$ cat config.mk
export PLATFORM = sky130hd
export DESIGN_NAME = cdus_current_dac
export DESIGN_NICKNAME = d
export VERILOG_FILES = /design/src/logic/cdus_current_dac.v
export VERILOG_INCLUDE_DIRS = /design/src /design/src/logic
export SDC_FILE = /design/constraint.sdc
export NUM_CORES = 1
export LEC_CHECK = 0
export BUFFER_PORTS_ARGS = -buffer_cell sky130_fd_sc_hd__buf_2
export CAP_MARGIN = 20
export CORE_MARGIN = 3
export CORE_UTILIZATION = 49
export DETAILED_ROUTE_END_ITERATION = 8
export GPL_TIMING_DRIVEN = 0
export PLACE_DENSITY = 0.73
export SLEW_MARGIN = 20
export SYNTH_ARGS = -nofsm -noshare
export SYNTH_HDL_FRONTEND = slang
export SYNTH_SLANG_ARGS = --single-unit
export TNS_END_PERCENT = 30
$ cat constraint.sdc
create_clock -name CLOCK_I -period 2.76 [get_ports CLOCK_I]
set_clock_uncertainty 0.15 [all_clocks]
set_input_delay 0.414 -clock CLOCK_I [delete_from_list [all_inputs] [get_ports CLOCK_I]]
set_output_delay 0.414 -clock CLOCK_I [all_outputs]
set_load 0.1 [all_outputs]
$ cat src/logic/cdus_regs.vh
`ifndef CDUS_REGS_VH
`define CDUS_REGS_VH
// register select codes on the special-function-register port
`define CDUS_SEL_CTRL 2'h0
`define CDUS_SEL_HIGH 2'h1
`define CDUS_SEL_LOW 2'h2
// control register fields
`define CDUS_CTRL_RESET 8'h72
`define CDUS_CTRL_WMASK 8'hf3
`define CDUS_EN_BIT 7
`define CDUS_SRC_MSB 6
`define CDUS_SRC_LSB 4
`define CDUS_FS_MSB 1
`define CDUS_FS_LSB 0
// update source codes
`define CDUS_SRC_T0 3'h0
`define CDUS_SRC_T1 3'h1
`define CDUS_SRC_T2 3'h2
`define CDUS_SRC_T3 3'h3
`define CDUS_SRC_RISE 3'h4
`define CDUS_SRC_FALL 3'h5
`define CDUS_SRC_ANY 3'h6
`define CDUS_SRC_WRITE 3'h7
// full-scale select codes
`define CDUS_FS_HALF 2'h0
`define CDUS_FS_ONE 2'h1
// start-pin samples needed before edge detection is armed
`define CDUS_SYNC_FILL 2'h3
`endif

$ cat src/logic/cdus_current_dac.v
`timescale 1ns/1ns
// How it works
// RULE_01 - with update source 111 (the reset mode) every write to the high data byte loads the DAC latch.
// RULE_02 - in write-triggered mode a low-byte write is only stored and leaves the DAC output unchanged.
// RULE_03 - software wanting 10 bits writes the low byte first, then the high byte that commits the latch.
// RULE_04 - for 8-bit use software sets the low byte once and afterwards writes only the high byte.
// RULE_05 - with source 000 to 011 writes are held and a timer 0 to 3 overflow copies both bytes to the latch.
// RULE_06 - with source 100, 101, 110 a rising, falling or either pin edge copies both bytes to the latch.
// RULE_07 - the 10-bit code is left-justified: high byte holds code bits 9..2, low byte bits 7..6 hold bits 1..0.
// RULE_08 - control bits 1..0 select full scale 0.5 mA, 1 mA or 2 mA (1x), reset 2 mA, output code/1024 of it.
// RULE_09 - control bits 3..2 read as 00 and ignore writes.
// RULE_10 - the control register resets to 0x72: disabled, write-triggered, 2 mA.
// RULE_11 - control bit 7 enables the DAC; when set the pin's output driver and pull-up are off and it joins the DAC.
// RULE_12 - timer overflows are one-cycle pulses, the start pin is synchronised, and the latch loads one cycle later.
`include "cdus_regs.vh"
module cdus_current_dac (
  input wire CLOCK_I,
  input wire RST_I,
  input wire [1:0] REG_SEL_I,
  input wire REG_WR_I,
  input wire REG_RD_I,
  input wire [7:0] REG_WDATA_I,
  output reg [7:0] REG_RDATA_O,
  input wire [3:0] TIMER_OVF_I,
  input wire CONV_START_I,
  input wire GPIO_OUT_I,
  input wire GPIO_OE_I,
  input wire GPIO_PULLUP_I,
  output wire PIN_O,
  output wire PIN_OE_O,
  output wire PIN_PULLUP_O,
  output wire DAC_ENABLE_O,
  output wire [9:0] DAC_CODE_O,
  output wire [1:0] DAC_FULL_SCALE_O,
  output reg DAC_LOAD_O
);

  reg [7:0] ctrl_r;
  reg [7:0] data_high_r;
  reg [7:0] data_low_r;
  reg [9:0] latch_r;
  reg cnv_meta_r;
  reg cnv_sync_r;
  reg cnv_prev_r;
  reg [1:0] cnv_fill_r;
  reg load_pend_r;
  reg [9:0] latch_nxt;
  reg [1:0] cnv_fill_nxt;
  reg event_hit;

  wire [2:0] src;
  wire wr_ctrl;
  wire wr_high;
  wire wr_low;
  wire cnv_armed;
  wire rise;
  wire fall;

  // write strobe for one register select code
  function sel_write;
    input wr;
    input [1:0] sel;
    input [1:0] code;
    begin
      sel_write = wr && (sel == code);
    end
  endfunction

  // edge seen between the two settled samples of the start pin
  function edge_seen;
    input armed;
    input now_lvl;
    input was_lvl;
    input rising;
    begin
      if (rising) begin
        edge_seen = armed && now_lvl && !was_lvl;
      end else begin
        edge_seen = armed && !now_lvl && was_lvl;
      end
    end
  endfunction

  assign src = ctrl_r[`CDUS_SRC_MSB:`CDUS_SRC_LSB];
  assign wr_ctrl = sel_write(REG_WR_I, REG_SEL_I, `CDUS_SEL_CTRL);
  assign wr_high = sel_write(REG_WR_I, REG_SEL_I, `CDUS_SEL_HIGH);
  assign wr_low = sel_write(REG_WR_I, REG_SEL_I, `CDUS_SEL_LOW);
  // no edges until the chain holds real pin samples, so a pin idling high gives no false edge
  assign cnv_armed = (cnv_fill_r == `CDUS_SYNC_FILL);
  assign rise = edge_seen(cnv_armed, cnv_sync_r, cnv_prev_r, 1'b1); // RULE_06
  assign fall = edge_seen(cnv_armed, cnv_sync_r, cnv_prev_r, 1'b0); // RULE_06

  // left-justified packing of the two data bytes
  function [9:0] pack_code;
    input [7:0] hi;
    input [7:0] lo;
    begin
      pack_code = {hi, lo[7:6]}; // RULE_07
    end
  endfunction

  // selected update event for the current source
  always @* begin
    case (src)
      `CDUS_SRC_T0: event_hit = TIMER_OVF_I[0]; // RULE_05 RULE_12
      `CDUS_SRC_T1: event_hit = TIMER_OVF_I[1]; // RULE_05
      `CDUS_SRC_T2: event_hit = TIMER_OVF_I[2]; // RULE_05
      `CDUS_SRC_T3: event_hit = TIMER_OVF_I[3]; // RULE_05
      `CDUS_SRC_RISE: event_hit = rise; // RULE_06
      `CDUS_SRC_FALL: event_hit = fall; // RULE_06
      `CDUS_SRC_ANY: event_hit = rise || fall; // RULE_06
      `CDUS_SRC_WRITE: event_hit = wr_high; // RULE_01 RULE_02
      default: event_hit = 1'b0;
    endcase
  end

  // latch copies the stored bytes in the cycle after the event
  always @* begin
    latch_nxt = latch_r;
    if (load_pend_r) begin
      latch_nxt = pack_code(data_high_r, data_low_r); // RULE_05 RULE_06 RULE_12
    end
  end

  // fill count of the start-pin chain after reset
  always @* begin
    cnv_fill_nxt = cnv_fill_r;
    if (!cnv_armed) begin
      cnv_fill_nxt = cnv_fill_r + 2'h1;
    end
  end

  // control register; unused bits 3..2 are dropped on write
  always @(posedge CLOCK_I or posedge RST_I) begin
    if (RST_I) begin
      ctrl_r <= `CDUS_CTRL_RESET; // RULE_10
    end else if (wr_ctrl) begin
      ctrl_r <= REG_WDATA_I & `CDUS_CTRL_WMASK; // RULE_09
    end
  end

  // high data byte is only stored; the latch decides when it takes effect
  always @(posedge CLOCK_I or posedge RST_I) begin
    if (RST_I) begin
      data_high_r <= 8'h00;
    end else if (wr_high) begin
      data_high_r <= REG_WDATA_I;
    end
  end

  // low data byte is only stored, never a load trigger
  always @(posedge CLOCK_I or posedge RST_I) begin
    if (RST_I) begin
      data_low_r <= 8'h00;
    end else if (wr_low) begin
      data_low_r <= REG_WDATA_I; // RULE_02
    end
  end

  // two-flop synchroniser, then one more sample for edge detection
  always @(posedge CLOCK_I or posedge RST_I) begin
    if (RST_I) begin
      cnv_meta_r <= 1'b0;
      cnv_sync_r <= 1'b0;
      cnv_prev_r <= 1'b0;
      cnv_fill_r <= 2'h0;
    end else begin
      cnv_meta_r <= CONV_START_I; // RULE_12
      cnv_sync_r <= cnv_meta_r;
      cnv_prev_r <= cnv_sync_r;
      cnv_fill_r <= cnv_fill_nxt;
    end
  end

  // one-cycle gap between the selected event and the latch load
  always @(posedge CLOCK_I or posedge RST_I) begin
    if (RST_I) begin
      load_pend_r <= 1'b0;
    end else begin
      load_pend_r <= event_hit; // RULE_12
    end
  end

  // DAC input latch
  always @(posedge CLOCK_I or posedge RST_I) begin
    if (RST_I) begin
      latch_r <= 10'h000;
    end else begin
      latch_r <= latch_nxt;
    end
  end

  // load pulse shows in the cycle the new code first stands
  always @(posedge CLOCK_I or posedge RST_I) begin
    if (RST_I) begin
      DAC_LOAD_O <= 1'b0;
    end else begin
      DAC_LOAD_O <= load_pend_r;
    end
  end

  always @* begin
    case (REG_SEL_I)
      `CDUS_SEL_CTRL: REG_RDATA_O = ctrl_r; // RULE_09
      `CDUS_SEL_HIGH: REG_RDATA_O = data_high_r;
      `CDUS_SEL_LOW: REG_RDATA_O = data_low_r;
      default: REG_RDATA_O = 8'h00;
    endcase
  end

  assign DAC_ENABLE_O = ctrl_r[`CDUS_EN_BIT]; // RULE_11
  assign DAC_CODE_O = latch_r;
  assign DAC_FULL_SCALE_O = ctrl_r[`CDUS_FS_MSB:`CDUS_FS_LSB]; // RULE_08

  // pin drive is released to the DAC while it is enabled
  function gate_pin;
    input enable;
    input value;
    begin
      gate_pin = enable ? 1'b0 : value;
    end
  endfunction

  assign PIN_O = gate_pin(DAC_ENABLE_O, GPIO_OUT_I); // RULE_11
  assign PIN_OE_O = gate_pin(DAC_ENABLE_O, GPIO_OE_I); // RULE_11
  assign PIN_PULLUP_O = gate_pin(DAC_ENABLE_O, GPIO_PULLUP_I); // RULE_11

endmodule

==> summary.md <==
| Metric | Value |
|---|---|
| Critical Path AT | 1650 ps |
| Yosys reg bits | 39 |
| Cts bufs inserted | 5 |
| Vias | 1,133 |
| DP Worst Slack | 694 ps |
| Post-placement cell area | 0.00200 mm^2 |
| Async SR Flop Fraction | 1.00 |
| Worst vdd ir | 622 uV |
| Fin. Hold Viols | 0 |
| Routed Antenna Nets | 0 |
| Hold Crit Class | in -> reg |
| Layout cells sized above 1 | 0.573 |
| Largest net degree at the start of global routing | 29 |
| Core ar. | 0.00318 mm^2 |
| CP Capture Type | primary output |
| Max-cap violations | 0 |
| Mapped Cells | 119 |
| Nets@finish | 194 |
| Number of synthesized flops with an enable pin | 0 |
| Number of I/O port buffers | 43 |
| Die Height | 65.1 um |
| Sequential share of the synthesized area | 0.574 |
| CTS root buffer | clkbuf_4 |
| Detailed Route Iter0 Violations | 43 |
| Row cnt | 20 |
| Clk_lat worst skew | 330 ps |
| Average size of a mapped cell | 14.4 um^2 |
| GRT overflow | 0 |
| Routability congestion estimate | 0.739 |
| Worst-Margin Slew | 489 ps |
| Remaining DRCs | 0 |
| Top-area cell type share of the netlist area | 0.512 |
| Clock sinks | 39 |
| Startpoint types | flip-flop |
| Final Setup Violations | 0 |
| First-pass GRT wire length | 5600 um |
| Synth area leaders | dfrtp_1, mux2_2, dfstp_2 |
| Crit path max fanout | 5 |
| Setup ws final | 548 ps |
| Starting Density | 0.538 |
| Worst slew margin | 0.676 |
| Most common cell in the synthesized netlist | dfrtp_1 |
| Power, Total | 2.29 mW |
| Synth top cells by count | dfrtp_1, mux2_2, nand2_1 |
| Clock tree buffer depth | 2 |
| RSZ-0062 raised after global routing | false |
| Pre-antenna DRT Iters | 4 |
| WP data required | 2200 ps |
| CP bufs+invs | 1 |
| IO Count | 47 |
| Worst setup path category | reg -> out |
| P per Cell Area | 1120 mW/mm^2 |
| Antenna Cells | 0 |
| Pins Over Slew Limit | 0 |
| CP Cell Sequence | mux2i_1 > o21ai_0 > buf_2 |
| Initial antenna violation count | 0 |
| Leakage | 0.969 nW |
| Number of library cell types mapped by synthesis | 26 |
| Post-CTS Setup Bufs | 0 |
| Crit path time final | 2210 ps |
| Synth warn | 0 |
| P&R area growth vs syn | 20.2% |
| Top achievable clock speed | 452 MHz |
| Clock transition at the registers of the reported paths | 100 ps |
| CP max stage cell | dfstp_2 |
| Cell family with the largest share of critical-path delay | flip-flops |
| WL per Instance | 15.2 um |
| Total Wirelength | 3280 um |
| Post-DP HPWL | 2430 um |
| Area leader, netlist | dfrtp_1 |
| All-Layer GR Usage | 0.177 |
| Syn Nets | 142 |
| Max stage delay on crit path | 580 ps |
| CTS tree | built |
| Predominant post-synthesis flop cell | dfrtp_1 |
| Vias per std cell | 5.27 |
| Die Width | 65.1 um |
| Final Cell Area | 0.00205 mm^2 |
| Synth Cell Area | 0.00171 mm^2 |
| Vias in the first global route | 1,188 |
| Status | finished, final reports clean |
| Fin crit share | 0.802 |
| Die area | 0.00423 mm^2 |
| H-Tree Depth | 2 |
final timing paths:
kind / to / depth (start not counted) / from / slack [ps]
worst max-delay path: REG_RDATA_O[6] / 3 / ctrl_r[6]$_DFFE_PP1P_ / 550
worst min-delay path: cnv_meta_r$_DFF_PP0_ / 1 / CONV_START_I / 30
worst max register to register: load_pend_r$_DFF_PP0_ / 3 / ctrl_r[4]$_DFFE_PP1P_ / 1250
worst min register to register: cnv_sync_r$_DFF_PP0_ / 0 / cnv_meta_r$_DFF_PP0_ / 220
max in group asynchronous: ctrl_r[6]$_DFFE_PP1P_ / 4 / RST_I / 1540
min in group asynchronous: DAC_CODE_O[0]$_DFFE_PP0P_ / 3 / RST_I / 420
stage by stage:
step | cells | util | hold WS, ps | setup TNS, ps
floorplan | 119 | - | 181 | -2920
global route | 215 | 0.646 | 14.7 | 0
finish | 215 | 0.646 | 31.5 | 0
CTS | 215 | 0.646 | 15.6 | 0
detailed placement | 207 | 0.629 | 196 | 0
global placement | 206 | 0.623 | 186 | 0
worst register-to-register path, stage by stage, from the launching register on:
cell and delay (ps):
dfstp_2 600, mux4_2 500, nand2b_1 80, nand3_1 70
area by class of cell:
| class | count | area [um^2] |
|---|---|---|
| fillers | 272 | 1120 |
| repair buffers | 45 | 245 |
| inverters | 1 | 3.75 |
| well taps | 44 | 55.1 |
| multi-input cells | 73 | 682 |
| plain buffers | 6 | 42.5 |
| flip-flops and latches | 39 | 981 |
| clock buffers | 7 | 45.0 |
flip-flops by register name (all words and copies together) (netlist names):
register,count
cnv_prev_r,1
data_high_r,8
cnv_fill_r,2
cnv_meta_r,1
DAC_LOAD_O,1
DAC_CODE_O,10
cnv_sync_r,1
load_pend_r,1
ctrl_r,6
data_low_r,8
placed cells by master (no fill, tap or decap):
cell / instances
o21ai_0: 4
o211ai_1: 1
nand3b_1: 1
buf_2: 44
nand2_1: 7
mux4_2: 1
clkbuf_4: 5
nor2b_1: 3
mux2_2: 33
clkbuf_1: 2
nand2b_1: 2
o21ai_1: 2
buf_4: 5
a22o_1: 2
xnor2_1: 1
nand2_2: 1
ha_1: 1
dfrtp_1: 35
and4b_1: 1
inv_2: 1
dfstp_2: 4
dlygate4sd3_1: 1
nor2b_2: 1
nand3_1: 1
nand2_4: 1
nor4bb_1: 1
mux2i_1: 6
buf_12: 1
a211o_1: 1
nor3b_4: 1
and2b_1: 1
layer usage:
metal	part of all wire	GRT usage	wire (um)
met4	0.014	0.0699	46
met2	0.49	0.284	1600
met5	0	0	0
met3	0.082	0.0433	269
met1	0.41	0.232	1360
logic make-up (layout without fill, tap and decap cells):
kind of cell             count (synthesis)  after routing  share of synthesized area
multiplexers                            40             40                      0.266
flip-flops                              39             39                      0.574
AND/OR/NAND/NOR                         21             21                     0.0835
AO/OA/AOI/OAI                           10             10                     0.0373
buffers and inverters                    7             59                     0.0271
adder cells (fa/ha/maj)                  1              1                    0.00732
XOR/XNOR                                 1              1                    0.00513
power by group:
part | leakage (nW) | internal (mW) | switching (mW)
clock | 0.0254 | 0.0962 | 0.166
sequential | 0.451 | 0.725 | 0.0859
combinational | 0.492 | 0.245 | 0.976
repair_timing:
item                      4_1_cts  5_1_grt
gates resized for setup         0        0
hold buffers                    1        0
hold endpoints to repair       11        0
Power figures use the tool's default switching activity.
